File: src/verilog/oled_pkg.sv
// Shared constants for the display power sequencer and panel controller
// How it works
// - Host raises logic, booster; off, init, clear first
// - Wait 100ms after panel supply before on
// - Power down: display off before supplies drop
// - 100ms discharge before logic supply removal
// - Reset forces display off, full 128x64 mode
// - Reset selects non-remapped column and row mapping
// - Reset clears partial serial shift register bits
// - Reset sets display start line to zero
// - Reset zeroes the column address counter
// - Reset selects normal row scan direction
// - Reset loads contrast with 7Fh
// - Reset selects normal display, as A4h
// - Host may reset the panel to recover
package oled_pkg;
    // ==================================================
    // Command codes understood by the panel controller
    localparam logic [7:0] CMD_DISP_OFF = 8'hae;
    localparam logic [7:0] CMD_DISP_ON = 8'haf;
    localparam logic [7:0] CMD_CONTRAST = 8'h81;
    localparam logic [7:0] CMD_FOLLOW_RAM = 8'ha4;
    localparam logic [7:0] CMD_ALL_LIT = 8'ha5;
    localparam logic [7:0] CMD_INV_OFF = 8'ha6;
    localparam logic [7:0] CMD_INV_ON = 8'ha7;
    localparam logic [7:0] CMD_COL_NORM = 8'ha0;
    localparam logic [7:0] CMD_COL_REMAP = 8'ha1;
    localparam logic [7:0] CMD_SCAN_NORM = 8'hc0;
    localparam logic [7:0] CMD_SCAN_REV = 8'hc8;
    localparam logic [7:0] CMD_MUX = 8'ha8;
    localparam logic [7:0] CMD_OFFSET = 8'hd3;
    localparam logic [7:0] CMD_PUMP = 8'h8d;
    localparam logic [1:0] START_LINE_TOP = 2'h1;
    localparam logic [3:0] PAGE_TOP = 4'hb;
    // ==================================================
    // Reset values, address limits and sequence lengths
    localparam logic [7:0] CONTRAST_RST = 8'h7f;
    localparam logic [5:0] MUX_RST = 6'h3f;
    localparam logic [6:0] COL_LAST = 7'h7f;
    localparam logic [2:0] PAGE_LAST = 3'h7;
    localparam int CLEAR_BYTES = 1024;
    localparam int INIT_LEN = 12;
    // ==================================================
    // Host register map, byte addresses
    localparam logic [11:0] OFS_CTRL = 12'h000;
    localparam logic [11:0] OFS_STATUS = 12'h004;
    localparam logic [11:0] OFS_CMD = 12'h008;
    localparam int CTRL_UP = 0;
    localparam int CTRL_DOWN = 1;
    localparam int CTRL_RESET = 2;
    localparam int CMD_DC = 8;
    localparam int STAT_BUSY = 4;
    localparam int STAT_PEND = 5;
    // ==================================================
    // Timing
    localparam int CLK_MHZ = 250;
    localparam int SETTLE_MS = 100;
    localparam int SETTLE_CYC = SETTLE_MS * CLK_MHZ * 1000;
    localparam int RST_LOW_NS = 10000;
    localparam int RST_LOW_CYC = RST_LOW_NS * CLK_MHZ / 1000;
    localparam int BIT_DIV = 4;
    // ==================================================
    // Host sequencer states
    typedef enum logic [3:0] {
        S_OFF = 4'h0,
        S_RESET = 4'h1,
        S_BLANK = 4'h2,
        S_INIT = 4'h3,
        S_CLEAR = 4'h4,
        S_SETTLE = 4'h5,
        S_LIGHT = 4'h6,
        S_ON = 4'h7,
        S_DOWN_BLANK = 4'h8,
        S_DISCHARGE = 4'h9,
        S_RECOVER = 4'ha
    } host_state_t;

    // Initialisation list sent between blanking and clearing
    function automatic logic [7:0] init_byte(input logic [3:0] idx);
        logic [7:0] b;
        b = CMD_FOLLOW_RAM;
        case (idx)
            4'h0: b = CMD_MUX;
            4'h1: b = 8'h3f;
            4'h2: b = CMD_OFFSET;
            4'h3: b = 8'h00;
            4'h4: b = 8'h40;
            4'h5: b = CMD_PUMP;
            4'h6: b = 8'h14;
            4'h7: b = CMD_COL_REMAP;
            4'h8: b = CMD_SCAN_REV;
            4'h9: b = CMD_CONTRAST;
            4'ha: b = 8'hcf;
            default: b = CMD_FOLLOW_RAM;
        endcase
        return b;
    endfunction
endpackage

File: src/verilog/oled_link_if.sv
// Link between the host sequencer and the panel controller
`timescale 1ns/1ps
`default_nettype none
interface oled_link_if;
    logic logic_supply;    // Logic rail enable
    logic booster_supply;  // Booster rail enable
    logic panel_supply;    // Panel high voltage enable
    logic panel_reset_n;   // Panel reset, active low
    logic link_sel;        // Byte frame active
    logic link_dc;         // High for display data, low for command
    logic link_bit;        // Serial bit, msb first
    logic link_strobe;     // One-cycle pulse: link_bit valid

    modport host (
        output logic_supply, booster_supply, panel_supply, panel_reset_n,
        output link_sel, link_dc, link_bit, link_strobe
    );
    modport device (
        input logic_supply, booster_supply, panel_supply, panel_reset_n,
        input link_sel, link_dc, link_bit, link_strobe
    );
endinterface
`default_nettype wire

File: src/verilog/oled_power_host.sv
// Host end: APB-controlled supply and command sequencer
`timescale 1ns/1ps
`default_nettype none
module oled_power_host #(
    parameter int unsigned SETTLE_CYCLES = oled_pkg::SETTLE_CYC
) (
    input wire logic pclk,
    input wire logic presetn,
    input wire logic psel,
    input wire logic penable,
    input wire logic pwrite,
    input wire logic [11:0] paddr,
    input wire logic [31:0] pwdata,
    output logic [31:0] prdata,
    output logic pready,
    output logic pslverr,
    oled_link_if.host link
);
    import oled_pkg::*;

    // ==================================================
    // Registers
    host_state_t st_q, st_d;
    logic [31:0] wait_q, wait_d;   // Delay counter
    logic [10:0] idx_q, idx_d;     // Byte index within a phase
    logic sent_q, sent_d;          // Current byte handed to sender
    logic [8:0] ucmd_q;            // User byte with dc flag
    logic upend_q;                 // User byte waiting
    logic rdy_q, err_q;
    logic [31:0] rd_q;
    logic logic_q, boost_q, vcc_q, rstn_q;
    logic [1:0] div_q;             // Bit rate divider
    logic busy_q;
    logic [2:0] bcnt_q;
    logic [7:0] tsh_q;
    logic sel_q, dc_q, bit_q, stb_q;

    // ==================================================
    // Bus decode; one wait state, so every answer is registered
    wire acc = psel && penable && !rdy_q;
    wire wr = acc && pwrite;
    wire hit_ctrl = (paddr == OFS_CTRL);
    wire hit_stat = (paddr == OFS_STATUS);
    wire hit_cmd = (paddr == OFS_CMD);
    wire bad = !(hit_ctrl || hit_stat || hit_cmd);
    wire up_req = wr && hit_ctrl && pwdata[CTRL_UP];
    wire down_req = wr && hit_ctrl && pwdata[CTRL_DOWN];
    wire rst_req = wr && hit_ctrl && pwdata[CTRL_RESET];
    wire cmd_wr = wr && hit_cmd && !upend_q;
    wire bit_en = (div_q == 2'(BIT_DIV - 1));
    wire tx_idle = !busy_q && !sel_q;
    wire [31:0] status = {26'h0, upend_q, busy_q, st_q};

    // ==================================================
    // Sequencer next state
    logic tx_go;
    logic [7:0] tx_byte;
    logic tx_dc, user_take;
    always_comb begin
        st_d = st_q;
        wait_d = wait_q + 32'h1;
        idx_d = idx_q;
        sent_d = sent_q;
        tx_go = 1'b0;
        tx_byte = CMD_DISP_OFF;
        tx_dc = 1'b0;
        user_take = 1'b0;
        unique case (st_q)
            S_OFF: if (up_req) begin
                st_d = S_RESET;
                wait_d = 32'h0;
            end
            S_RESET, S_RECOVER: if (wait_q == 32'(RST_LOW_CYC - 1)) begin
                st_d = S_BLANK;
                sent_d = 1'b0;
            end
            S_BLANK, S_DOWN_BLANK, S_LIGHT: begin
                tx_byte = (st_q == S_LIGHT) ? CMD_DISP_ON : CMD_DISP_OFF;
                if (tx_idle && sent_q) begin
                    sent_d = 1'b0;
                    idx_d = 11'h0;
                    wait_d = 32'h0;
                    st_d = (st_q == S_BLANK) ? S_INIT :
                        (st_q == S_LIGHT) ? S_ON : S_DISCHARGE;
                end else if (tx_idle) begin
                    tx_go = 1'b1;
                    sent_d = 1'b1;
                end
            end
            S_INIT, S_CLEAR: begin
                tx_byte = (st_q == S_INIT) ? init_byte(idx_q[3:0]) : 8'h00;
                tx_dc = (st_q == S_CLEAR);
                if (tx_idle && sent_q) begin
                    sent_d = 1'b0;
                    idx_d = idx_q + 11'h1;
                    wait_d = 32'h0;
                    if (st_q == S_INIT && idx_q == 11'(INIT_LEN - 1)) begin
                        st_d = S_CLEAR;
                        idx_d = 11'h0;
                    end else if (idx_q == 11'(CLEAR_BYTES - 1)) begin
                        st_d = S_SETTLE;
                    end
                end else if (tx_idle) begin
                    tx_go = 1'b1;
                    sent_d = 1'b1;
                end
            end
            S_SETTLE: if (wait_q == SETTLE_CYCLES - 1) begin
                st_d = S_LIGHT;
                sent_d = 1'b0;
            end
            S_ON: begin
                tx_byte = ucmd_q[7:0];
                tx_dc = ucmd_q[CMD_DC];
                if (down_req && tx_idle && !upend_q) begin
                    st_d = S_DOWN_BLANK;
                    sent_d = 1'b0;
                end else if (rst_req && tx_idle && !upend_q) begin
                    st_d = S_RECOVER;
                    wait_d = 32'h0;
                end else if (upend_q && tx_idle) begin
                    tx_go = 1'b1;
                    user_take = 1'b1;
                end
            end
            S_DISCHARGE: if (wait_q == SETTLE_CYCLES - 1) begin
                st_d = S_OFF;
            end
            default: st_d = S_OFF;
        endcase
    end

    // ==================================================
    // Sequencer and supply registers
    always_ff @(posedge pclk or negedge presetn) begin
        if (!presetn) begin
            st_q <= S_OFF;
            wait_q <= 32'h0;
            idx_q <= 11'h0;
            sent_q <= 1'b0;
        end else begin
            st_q <= st_d;
            wait_q <= wait_d;
            idx_q <= idx_d;
            sent_q <= sent_d;
        end
    end

    // Rails follow the state; the panel rail rises at settle and holds
    // through a recovery reset, dropping only when discharge begins
    wire rails = (st_d != S_OFF) && (st_d != S_DISCHARGE);
    wire hv = (st_d == S_SETTLE) || (vcc_q && rails);
    always_ff @(posedge pclk or negedge presetn) begin
        if (!presetn) begin
            logic_q <= 1'b0;
            boost_q <= 1'b0;
            vcc_q <= 1'b0;
            rstn_q <= 1'b0;
        end else begin
            logic_q <= (st_d != S_OFF);
            boost_q <= rails;
            vcc_q <= hv;
            rstn_q <= rails && (st_d != S_RESET) && (st_d != S_RECOVER);
        end
    end

    // ==================================================
    // APB slave: pready rises one cycle into the access phase
    always_ff @(posedge pclk or negedge presetn) begin
        if (!presetn) begin
            rdy_q <= 1'b0;
            err_q <= 1'b0;
            rd_q <= 32'h0;
            upend_q <= 1'b0;
            ucmd_q <= 9'h0;
        end else begin
            rdy_q <= acc;
            err_q <= acc && bad;
            rd_q <= (acc && !pwrite && hit_stat) ? status : 32'h0;
            // Only while on; a second write before send is dropped
            if (cmd_wr && st_q == S_ON) begin
                upend_q <= 1'b1;
                ucmd_q <= pwdata[8:0];
            end else if (user_take) begin
                upend_q <= 1'b0;
            end
        end
    end

    // ==================================================
    // Serial byte sender, msb first, one bit per divider tick
    always_ff @(posedge pclk or negedge presetn) begin
        if (!presetn) begin
            div_q <= 2'h0;
            busy_q <= 1'b0;
            bcnt_q <= 3'h0;
            tsh_q <= 8'h00;
            sel_q <= 1'b0;
            dc_q <= 1'b0;
            bit_q <= 1'b0;
            stb_q <= 1'b0;
        end else begin
            div_q <= bit_en ? 2'h0 : div_q + 2'h1;
            stb_q <= 1'b0;
            if (tx_go) begin
                busy_q <= 1'b1;
                bcnt_q <= 3'h0;
                tsh_q <= tx_byte;
                sel_q <= 1'b1;
                dc_q <= tx_dc;
            end else if (busy_q && bit_en) begin
                bit_q <= tsh_q[7];
                stb_q <= 1'b1;
                tsh_q <= {tsh_q[6:0], 1'b0};
                bcnt_q <= bcnt_q + 3'h1;
                busy_q <= (bcnt_q != 3'h7);
            end else if (!busy_q && bit_en) begin
                sel_q <= 1'b0;
            end
        end
    end

    assign prdata = rd_q;
    assign pready = rdy_q;
    assign pslverr = err_q;
    assign link.logic_supply = logic_q;
    assign link.booster_supply = boost_q;
    assign link.panel_supply = vcc_q;
    assign link.panel_reset_n = rstn_q;
    assign link.link_sel = sel_q;
    assign link.link_dc = dc_q;
    assign link.link_bit = bit_q;
    assign link.link_strobe = stb_q;
endmodule
`default_nettype wire

File: src/flat_wrapper.sv
// flat-port wrapper written by rule: the top's interface ports become plain ports
module oled_power_host_flat import oled_pkg::*;
#(
    parameter int unsigned SETTLE_CYCLES = oled_pkg::SETTLE_CYC
)
  (pclk, presetn, psel, penable, pwrite, paddr, pwdata, prdata, pready, pslverr, link_logic_supply, link_booster_supply, link_panel_supply, link_panel_reset_n, link_link_sel, link_link_dc, link_link_bit, link_link_strobe);
  oled_link_if link_i ();
  input wire logic pclk;
  input wire logic presetn;
  input wire logic psel;
  input wire logic penable;
  input wire logic pwrite;
  input wire logic [11:0] paddr;
  input wire logic [31:0] pwdata;
  output logic [31:0] prdata;
  output logic pready;
  output logic pslverr;
  output wire logic [$bits(link_i.logic_supply)-1:0] link_logic_supply;
  output wire logic [$bits(link_i.booster_supply)-1:0] link_booster_supply;
  output wire logic [$bits(link_i.panel_supply)-1:0] link_panel_supply;
  output wire logic [$bits(link_i.panel_reset_n)-1:0] link_panel_reset_n;
  output wire logic [$bits(link_i.link_sel)-1:0] link_link_sel;
  output wire logic [$bits(link_i.link_dc)-1:0] link_link_dc;
  output wire logic [$bits(link_i.link_bit)-1:0] link_link_bit;
  output wire logic [$bits(link_i.link_strobe)-1:0] link_link_strobe;
  assign link_logic_supply = link_i.logic_supply;
  assign link_booster_supply = link_i.booster_supply;
  assign link_panel_supply = link_i.panel_supply;
  assign link_panel_reset_n = link_i.panel_reset_n;
  assign link_link_sel = link_i.link_sel;
  assign link_link_dc = link_i.link_dc;
  assign link_link_bit = link_i.link_bit;
  assign link_link_strobe = link_i.link_strobe;
  oled_power_host #(.SETTLE_CYCLES(SETTLE_CYCLES)) u_core (.pclk(pclk), .presetn(presetn), .psel(psel), .penable(penable), .pwrite(pwrite), .paddr(paddr), .pwdata(pwdata), .prdata(prdata), .pready(pready), .pslverr(pslverr), .link(link_i));
endmodule
File: config.mk
export PLATFORM = sky130hd
export DESIGN_NAME = oled_power_host_flat
export DESIGN_NICKNAME = d
export VERILOG_FILES = /design/src/verilog/oled_pkg.sv /design/src/verilog/oled_link_if.sv /design/src/verilog/oled_power_host.sv /design/src/flat_wrapper.sv
export SDC_FILE = /design/constraint.sdc
export NUM_CORES = 1
export LEC_CHECK = 0
export BUFFER_PORTS_ARGS = -buffer_cell sky130_fd_sc_hd__buf_2
export CAP_MARGIN = 5
export CORE_UTILIZATION = 60
export CTS_BUF_LIST = sky130_fd_sc_hd__clkbuf_8
export CTS_CLUSTER_DIAMETER = 120
export DETAILED_ROUTE_END_ITERATION = 12
export PLACE_DENSITY_LB_ADDON = 0.3
export SLEW_MARGIN = 0
export SYNTH_ARGS = -nofsm -noshare
export SYNTH_HDL_FRONTEND = slang
export SYNTH_SLANG_ARGS = --single-unit
File: constraint.sdc
create_clock -name pclk -period 4.05 [get_ports pclk]
set_clock_uncertainty 0.2 [all_clocks]
set_input_delay 0.405 -clock pclk [delete_from_list [all_inputs] [get_ports pclk]]
set_output_delay 0.405 -clock pclk [all_outputs]
set_load 0.03 [all_outputs]
# [Word level (Yosys, flattened, before mapping)]
# Memory sizes are Yosys's and may differ from the RTL's.
# Index checks and enable logic that the tools add are counted.
[classes] n_mux=54 n_bitwise=1 eq_ne=29 addsub=4 reduce_logical=52
[op_table] cell="32-bit two-way mux" count=4
[op_table] cell="32-bit one-hot mux with 3 select lines" count=1
[op_table] cell="4-bit two-way mux" count=12
[op_table] cell="11-bit two-way mux" count=3
[op_table] cell="32-bit by 1-bit adder with 32-bit output, second input constant" count=1
[op_table] cell="32-bit by 12-bit equality test with 1-bit output, second input constant" count=1
[op_table] cell="32-bit by 25-bit equality test with 1-bit output, second input constant" count=1
[op_table] cell="4-bit one-hot mux with 7 select lines" count=1
[op_table] cell="1-bit logical AND" count=27
[op_table] cell="8-bit two-way mux" count=3
[op_table] cell="8-bit one-hot mux with 3 select lines" count=1
[op_table] cell="11-bit one-hot mux with 2 select lines" count=1
[op_table] cell="1-bit two-way mux" count=21
[op_table] cell="4-bit by 3-bit equality test with 1-bit output, second input constant" count=5
[op_table] cell="12-bit by 3-bit equality test with 1-bit output, second input constant" count=1
[op_table] cell="12-bit by 4-bit equality test with 1-bit output, second input constant" count=1
[op_table] cell="4-bit equality test, second input constant" count=3
[op_table] cell="12-bit logical NOT" count=1
[op_table] cell="2-bit by 1-bit inequality test with 1-bit output, second input constant" count=6
[op_table] cell="11-bit by 1-bit adder with 11-bit output, second input constant" count=1
[op_table] cell="11-bit by 10-bit equality test with 1-bit output, second input constant" count=1
[op_table] cell="11-bit by 4-bit equality test with 1-bit output, second input constant" count=1
[op_table] cell="4-bit by 2-bit equality test with 1-bit output, second input constant" count=2
[op_table] cell="4-bit inequality test, second input constant" count=2
[op_table] cell="24 further kinds" count=39
[word_totals] output_inout_bits=42 n_memories=1 rom_bits=128 ff_bits=114
[mem_list] memory="(name not given)" words=16 word_bits=8 rd=1 rd_clocked_by_memory_dff=0 wr=0 line="oled_pkg.sv:82" source="case (idx)"

# [Longest topological paths before layout]
# Gate-level depths: netlist of the first run.
[logic_depth] ltp_word=14 ltp_mapped=9 depth_no_buf=9

# [Least setup slack after synthesis of the first run]
# No wires, ideal clock.
[synth_path] path_type="register to register" from="register u_core.idx_q[1]" to="register u_core.vcc_q, in the netlist u_core.link.panel_supply" stages_incl_launch_ff=9 period_less_slack_ps=2481 n_path_buf=0 setup_ps=132 path_slack_ps=1569 t_arrival_ps=2149 cell_sequence="dfrtp_1 > ha_1 > nand3_1 > or4_1 > a21oi_1 > o311a_2 > o221ai_4 > nor4_4 > nor4_2"
[synth_via] elab_chain_len=9 elab_cells_between_ends=13
[synth_lines] item="from (decl)" line="oled_power_host.sv:25" source="logic [10:0] idx_q, idx_d;"
[synth_lines] item="from (signal assigned)" line="oled_power_host.sv:144" source="idx_q <= idx_d;"
[synth_lines] item="11-bit by 10-bit equality test with 1-bit output / 11-bit by 4-bit equality test with 1-bit output (equally long branches)" line="oled_power_host.sv:100, oled_power_host.sv:97"
[synth_lines] item="4-bit two-way mux / 1-bit logical AND (equally long branches)" line="oled_power_host.sv:100, oled_power_host.sv:97"
[synth_lines] item="4-bit two-way mux *" line="oled_power_host.sv:97" source="if (st_q == S_INIT && idx_q == 11'(INIT_LEN - 1)) begin"
[synth_lines] item="4-bit two-way mux *" line="oled_power_host.sv:93" source="if (tx_idle && sent_q) begin"
[synth_lines] item="4-bit one-hot mux with 7 select lines *" line="oled_power_host.sv:68" source="unique case (st_q)"
[synth_lines] item="named net u_core.st_d[1]" line="oled_power_host.sv:23" source="host_state_t st_q, st_d;"
[synth_lines] item="4-bit inequality test / 4-bit nonzero test (equally long branches)" line="oled_power_host.sv:151" source="wire rails = (st_d != S_OFF) && (st_d != S_DISCHARGE);"
[synth_lines] item="1-bit logical AND" line="oled_power_host.sv:151"
[synth_lines] item="1-bit logical AND" line="oled_power_host.sv:152" source="wire hv = (st_d == S_SETTLE) || (vcc_q && rails);"
[synth_lines] item="1-bit logical OR *" line="oled_power_host.sv:152"
[synth_lines] item="named net u_core.hv" line="oled_power_host.sv:152"
[synth_lines] item="to (signal assigned)" line="oled_power_host.sv:162" source="vcc_q <= hv;"
[synth_lines] item="to (decl)" line="oled_power_host.sv:31" source="logic logic_q, boost_q, vcc_q, rstn_q;"
# Mark *: on every way through the listed nets, which the timed path passes. The rest lies on a longest branch.
# A chain may end at the register's enable or synchronous reset.

# [Worst setup path after layout of the first run]
[layout_path] from="register u_core.st_q[3]" to="register u_core.wait_q[19]"
[layout_via] elab_chain_len=3 elab_cells_between_ends=9
[layout_lines] item="from (decl)" line="oled_power_host.sv:23"
[layout_lines] item="from (signal assigned)" line="oled_power_host.sv:142" source="st_q <= st_d;"
[layout_lines] item="4-bit equality test, or another cell as far along" line="oled_power_host.sv:68"
[layout_lines] item="5-bit OR reduction (no line)"
[layout_lines] item="32-bit one-hot mux with 3 select lines *" line="oled_power_host.sv:68"
[layout_lines] item="named net u_core.wait_d[19]" line="oled_power_host.sv:24" source="logic [31:0] wait_q, wait_d;"
[layout_lines] item="to (signal assigned)" line="oled_power_host.sv:143" source="wait_q <= wait_d;"
[layout_lines] item="to (decl)" line="oled_power_host.sv:24"
# Marked as above.

==> results of run 1 <==
[path summary, 6_finish.rpt]
check | startpoint | end | slack [ns] | cells past startpoint
worst min-delay path | presetn | u_core.idx_q[5] | 0.02 | 1
min in group pclk | pwdata[4] | u_core.ucmd_q[4] | 0.07 | 2
max in group asynchronous | presetn | u_core.wait_q[4] | 2.90 | 1
worst min register to register | u_core.div_q[0] | u_core.div_q[0] | 0.24 | 1
worst max register to register | u_core.st_q[3] | u_core.wait_q[19] | 1.06 | 7
worst max-delay path | u_core.st_q[3] | u_core.wait_q[19] | 1.06 | 7
[flip-flops by register name, summed over array words and instances, names as in the netlist, 2 cells and up]
| name | cells |
|---|---|
| u_core.bcnt_q | 3 |
| u_core.div_q | 2 |
| u_core.idx_q | 11 |
| u_core.prdata | 6 |
| u_core.st_q | 4 |
| u_core.tsh_q | 8 |
| u_core.ucmd_q | 9 |
| u_core.wait_q | 32 |
[layout make-up]
cell class              count  area share
multi-input cells         406      0.4707
well taps                 102     0.02378
repair buffers             47     0.04710
clock inverters             6     0.01119
flip-flops and latches     88      0.4104
inverters                  16     0.01119
clock buffers              10     0.02565
[synthesized netlist by cell type, drive strengths merged, types with 10 or more instances]
| cell type | count | share of area |
|---|---|---|
| a21oi | 22 | 0.022 |
| and2 | 10 | 0.013 |
| buf | 35 | 0.049 |
| clkbuf | 12 | 0.013 |
| dfrtp | 88 | 0.44 |
| ha | 10 | 0.025 |
| inv | 16 | 0.012 |
| mux2 | 13 | 0.029 |
| nand2 | 69 | 0.052 |
| nand3 | 18 | 0.026 |
| nand4 | 17 | 0.021 |
| nor2 | 61 | 0.046 |
| o21ai | 33 | 0.036 |
| xnor2 | 10 | 0.017 |
| xor2 | 20 | 0.035 |
[power groups by stage]
stage	Clock, W	Combinational (W)	Sequential (W)
after floorplan	0	0.0000973	0.000930
after global placement	0	0.000118	0.000931
after detailed placement	0	0.000121	0.000932
after CTS	0.000617	0.000122	0.000915
after global routing	0.000652	0.000135	0.000917
final	0.000605	0.000121	0.000915
[cells by family (layout without fill, tap and decap cells)]
family | after synthesis | in the layout | share of synthesized area
other | 1 | 26 | 0.0007491
xor gates and xnor gates | 30 | 30 | 0.05249
AOI/OAI and AO/OA | 84 | 84 | 0.1122
adders and majority gates | 10 | 10 | 0.02499
muxes | 18 | 18 | 0.03924
buffers and inverters | 63 | 79 | 0.07423
DFF | 88 | 88 | 0.4399
and+or+nand+nor | 238 | 238 | 0.2562
[routing by layer]
layer | track usage | share of wire | up-vias | routed length [um]
met5 | 0 | 0 | - | 0
met4 | 0.1141 | 0.023 | 0 | 231
met3 | 0.04797 | 0.045 | 19 | 457
met2 | 0.4400 | 0.52 | 95 | 5259
met1 | 0.3137 | 0.41 | 1891 | 4192
li1 | - | - | 1885 | -
[stage by stage]
step | total power [W] | instance area [um2] | util | std cells
finish | 0.001641 | 5366 | 0.6804 | 675
global route | 0.001705 | 5366 | 0.6804 | 675
CTS | 0.001654 | 5366 | 0.6804 | 675
detailed placement | 0.001053 | 5169 | 0.6553 | 659
global placement | 0.001049 | 5169 | 0.6553 | 659
floorplan | 0.001028 | 5100 | - | 557
==> flow_metrics.tcl, run 1 <==
set metrics [dict create \
    status "complete, no violations" \
    layout_min_cycle_time_ns 2.988 \
    drc_errors 0 \
    grt_pass1_wl_um 17420 \
    dpl.hpwl_um 7311 \
    grt_pass1_vias 3770 \
    clk_pin_slew_ns 0.09 \
    p_sw_frac 0.2512 \
    final-setup-viol-count 0 \
    arrival_ns 3.02 \
    rows 32 \
    worst_pin_slew_ns 1.086 \
    layout_setup_ws_ns 1.062 \
    regArea_um2 2202 \
    ios 91 \
    track_usage 0.2563 \
    firstDrtPassIters 4 \
    routed_wl_um 10140 \
    fin_tns_setup_ns 0 \
    vdd_drop_max_mv 0.3112 \
    cp_top_family "simple AND/OR/NAND/NOR gates" \
    cts_tree "done" \
    avgViaCountPerCell 5.763 \
    cp-start-kind "flop" \
    clock_latency_ns 0.36 \
    cts_sinks 88 \
    crit_fanout 32 \
    path_buf_inv 1 \
    preCtsSetupSlack_ns 1.162 \
    nets 627 \
    synth-edff-count 0 \
    hold_class "input port to asynchronous set/reset pin" \
    p_per_area_nw_per_um2 305.9 \
    drtIter0Drc 233 \
    clockBufferDepth 2 \
    diodes 0 \
    finalHoldViolCount 0 \
    fin_crit_sh 0.7378 \
    crit_type "flop to flop" \
    rsz0062_at_grt "false" \
    syn2layout_area_growth_pct 7.198 \
    maxCapViolCount 0 \
    synth_cells 532 \
    hold_ws_ns 0.01527 \
    p_seq_frac 0.558 \
    synth_ff_type "dfrtp_1" \
    cts_htree_levels 3 \
    core_um2 7888 \
    dieHeight_um 93.34 \
    postCtsHoldBufs 0 \
    dieArea_um2 8712 \
    synth-warning-count 0 \
    path_cells "or3b_2 -> a21oi_1 -> a21o_1 -> nand3_1 -> o211ai_1 -> buf_4 -> nor2_1" \
    syn_area_um2 5006 \
    p_comb_frac 0.074 \
    seq_area_frac_synth 0.4399 \
    ys_seq_elements 88 \
    multiInputGateArea_um2 2526 \
    numCtsBuffers 9 \
    avgSynthCellArea_um2 9.410 \
    grt_max_degree 89 \
    grt-ovfl-total 0 \
    maxSlewHeadroom 0.2761 \
    postSynth.asyncResetShare 1.000 \
    io_buffer_count 41 \
    p_leak_nw 2.554 \
    yosysUniqueCellTypes 67 \
    max_freq_mhz 334.7 \
    slowest_delay_ns 0.69 \
    die_w_um 93.34 \
    wl_per_cell_um 15.02 \
    antenna_found_initial 0 \
    drtAntennaViolNets 0 \
    initial_core_util 0.6347 \
    final_cell_mix "dfrtp_1, nand2_1, nor2_1" \
    power_frac_clock 0.369 \
    clockRootBuffer "clkbuf_8" \
    end_kind "flop" \
    p_switching_w 0.0004124 \
    via_count 3890 \
    post_cts_resized 0 \
    nFillCells 659 \
    layout_commonest_cell "dfrtp_1" \
    post-cts-setup-buffers 0 \
    cpMaxStageDelayCell "dfrtp_1" \
    p_int_w 0.001229 \
    drive_gt1_frac 0.1728 \
    globalplace.congestion 0.8735 \
    required_ns 4.08 \
    slew_viol_final 0 \
]
No activity file was read; power rests on OpenSTA's default activity.
==> run 2, diff against run 1 <==
--- a/config.mk
+++ b/config.mk
@@ -5,9 +5,10 @@
 export SDC_FILE = /design/constraint.sdc
 export NUM_CORES = 1
 export LEC_CHECK = 0
+export ABC_AREA = 1
 export BUFFER_PORTS_ARGS = -buffer_cell sky130_fd_sc_hd__buf_2
 export CAP_MARGIN = 5
-export CORE_UTILIZATION = 60
+export CORE_UTILIZATION = 53
 export CTS_BUF_LIST = sky130_fd_sc_hd__clkbuf_8
 export CTS_CLUSTER_DIAMETER = 120
 export DETAILED_ROUTE_END_ITERATION = 12
==> constraint.sdc (replaced) <==
create_clock -name pclk -period 2.7 [get_ports pclk]
set_clock_uncertainty 0.2 [all_clocks]
set_input_delay 0.27 -clock pclk [delete_from_list [all_inputs] [get_ports pclk]]
set_output_delay 0.27 -clock pclk [all_outputs]
set_load 0.03 [all_outputs]
==> flow_metrics.tcl, run 2 <==
set metrics [dict create \
    layout_min_cycle_time_ns 2.380 \
    dieArea_um2 10310 \
    cp-start-kind "input port" \
    rsz0062_at_grt "false" \
    initial_core_util 0.5579 \
    p_sw_frac 0.2693 \
    hold_class "input port to flop" \
    preCtsSetupSlack_ns 0.3625 \
    synth-edff-count 0 \
    multiInputGateArea_um2 2550 \
    maxCapViolCount 0 \
    synth.area.top_cells "dfrtp_1, nand2_1, nor2_1" \
    postSynth.asyncResetShare 1.000 \
    r2r.worst_path.cells 11 \
    drtAntennaViolNets 0 \
    crit_fanout 25 \
    nFillCells 836 \
    avgSynthCellArea_um2 7.679 \
    layout_top_registers "u_core.wait_q x32, u_core.idx_q x11, u_core.ucmd_q x9" \
    layout_commonest_cell "nand2_1" \
    synth.most_common_cell "nand2_1" \
    syn_area_um2 5253 \
    track_usage 0.2354 \
    grt_pass1_wl_um 18970 \
    drive_gt1_frac 0.1488 \
    seq_area_frac_synth 0.4192 \
    cts_tree "done" \
    top_register "u_core.wait_q" \
    hp-start "pwdata[1]" \
    synth_ff_type "dfrtp_1" \
    grt-ovfl-total 0 \
    wl_per_cell_um 12.78 \
    final-setup-viol-count 0 \
    yosysUniqueCellTypes 45 \
    cts_sinks 88 \
    avgViaCountPerCell 5.102 \
    io_buffer_count 41 \
    drtIter0Drc 177 \
    cpMaxStageDelayCell "dlygate4sd3_1" \
    slowest_delay_ns 0.52 \
    ys_seq_elements 88 \
    worst_hold_path.num_cells 3 \
    drc_errors 0 \
    post-cts-setup-buffers 0 \
    ios 91 \
    largest_register_ffs 32 \
    dieHeight_um 101.6 \
    maxSlewHeadroom 0.6567 \
    worst_pin_slew_ns 0.5149 \
    p_seq_frac 0.546 \
    final_cell_mix "nand2_1, nor2_1, dfrtp_1" \
    yosys-top-cells-count "nand2_1, nor2_1, dfrtp_1" \
    clockBufferDepth 2 \
    cts_htree_levels 3 \
    slew_viol_final 0 \
    crit_type "input port to flop" \
    clk_pin_slew_ns 0.09 \
    clockRootBuffer "clkbuf_8" \
    hold_ws_ns 0.03051 \
    layout_setup_ws_ns 0.3202 \
    nets 802 \
    end_kind "flop" \
    power_w 0.002637 \
    via_count 4464 \
    p_switching_w 0.0007100 \
    r2r_setup_slack_ns 0.33 \
    grt_pass1_vias 4295 \
    placed_cell_area_um2 5519 \
    hold_end "u_core.ucmd_q[1]" \
    regArea_um2 2202 \
    diodes 0 \
    finalHoldViolCount 0 \
    syn2layout_area_growth_pct 10.67 \
    synth_cells 684 \
    p_int_w 0.001927 \
    rows 35 \
    timing.rr.end "u_core.wait_q[29]" \
    post-synth-top-area-cell "dfrtp_1" \
    power_frac_clock 0.348 \
    clock_latency_ns 0.35 \
    design_area_um2 5813 \
    die_w_um 101.6 \
    p_per_area_nw_per_um2 453.6 \
    yosysTopAreaCellShare 0.4192 \
    globalplace.congestion 0.8733 \
    grt_max_degree 40 \
    required_ns 2.74 \
    dpl.hpwl_um 8458 \
    synth-warning-count 0 \
    vdd_drop_max_mv 0.2527 \
    fin_tns_setup_ns 0 \
    antenna_found_initial 0 \
    p_comb_frac 0.106 \
    fin_crit_sh 0.8814 \
    p_leak_nw 2.949 \
    arrival_ns 2.42 \
    max_freq_mhz 420.2 \
    reg2reg_from "u_core.st_q[0]" \
    routed_wl_um 11190 \
    path_cells "dlygate4sd3_1 -> buf_2 -> nand3_1 -> nor2_1 -> nand4_1 -> o21ai_0 -> nand2_4 -> inv_4 -> a21oi_1 -> and2_1" \
    core_um2 9415 \
    numCtsBuffers 9 \
    firstDrtPassIters 5 \
    status "complete, no violations" \
]
run 2: cell type report:
| type | count | share of cell area |
|---|---|---|
| Inverter | 94 | 0.06113 |
| Timing Repair Buffer | 55 | 0.06027 |
| Multi-Input combinational cell | 495 | 0.4387 |
| Sequential cell | 88 | 0.3788 |
| Clock inverter | 3 | 0.007318 |
| Clock buffer | 11 | 0.02604 |
| Tap cell | 129 | 0.02777 |
run 2: logic make-up after synthesis:
group                      after synthesis  synth area share
and+or+nand+nor                        364            0.3194
buffers and inverters                  126            0.1131
DFF                                     88            0.4192
AOI/OAI and AO/OA                       72           0.08242
xor gates and xnor gates                17           0.02835
adders and majority gates               10           0.02382
muxes                                    6           0.01286
other                                    1         0.0007139
run 2: metal layers:
layer,part of all wire,vias to the layer above,track usage,wire [um]
met5,0,-,0,0
met4,0.022,0,0.09476,245
met3,0.041,20,0.04348,459
met2,0.48,122,0.3883,5317
met1,0.46,2072,0.3067,5163
li1,-,2250,-,-
run 2: power by group through the flow:
stage | sequential, W | clock (W) | combinational (W)
after floorplan | 0.00145 | 0 | 0.000218
after global placement | 0.00146 | 0 | 0.000261
after detailed placement | 0.00146 | 0 | 0.000269
after CTS | 0.00144 | 0.000949 | 0.000281
after global routing | 0.00145 | 0.00100 | 0.000318
final | 0.00144 | 0.000918 | 0.000280
run 2: what timing repair did:
action	CTS	global route
gates resized for setup	0	0
hold endpoints to repair	45	0
hold buffers	10	0
run 2: per-stage QoR:
| step | cells | util |
|---|---|---|
| 2_1_floorplan | 709 | - |
| 3_3_place_gp | 851 | 0.5862 |
| 3_5_place_dp | 851 | 0.5862 |
| 4_1_cts | 875 | 0.6174 |
| 5_1_grt | 875 | 0.6174 |
| 6_report | 875 | 0.6174 |
run 2: worst max-delay path: cells and delay by family:
| family | cells | cell delay [ns] |
|---|---|---|
| AO/OA/AOI/OAI | 2 | 0.38 |
| buffers and inverters | 3 | 0.88 |
| AND/OR/NAND/NOR | 5 | 0.88 |
run 2: worst max-delay path by stage:
stage               slack, ns           start  cells after the start           endpoint
floorplan                0.68   u_core.pready                      9  u_core.wait_q[13]
global placement         0.38  u_core.st_q[0]                     11  u_core.wait_q[29]
detailed placement       0.36  u_core.st_q[0]                     11  u_core.wait_q[29]
CTS                      0.34  u_core.st_q[0]                     11  u_core.wait_q[29]
global route             0.14            psel                     10  u_core.wait_q[29]
finish                   0.32            psel                     10  u_core.wait_q[29]
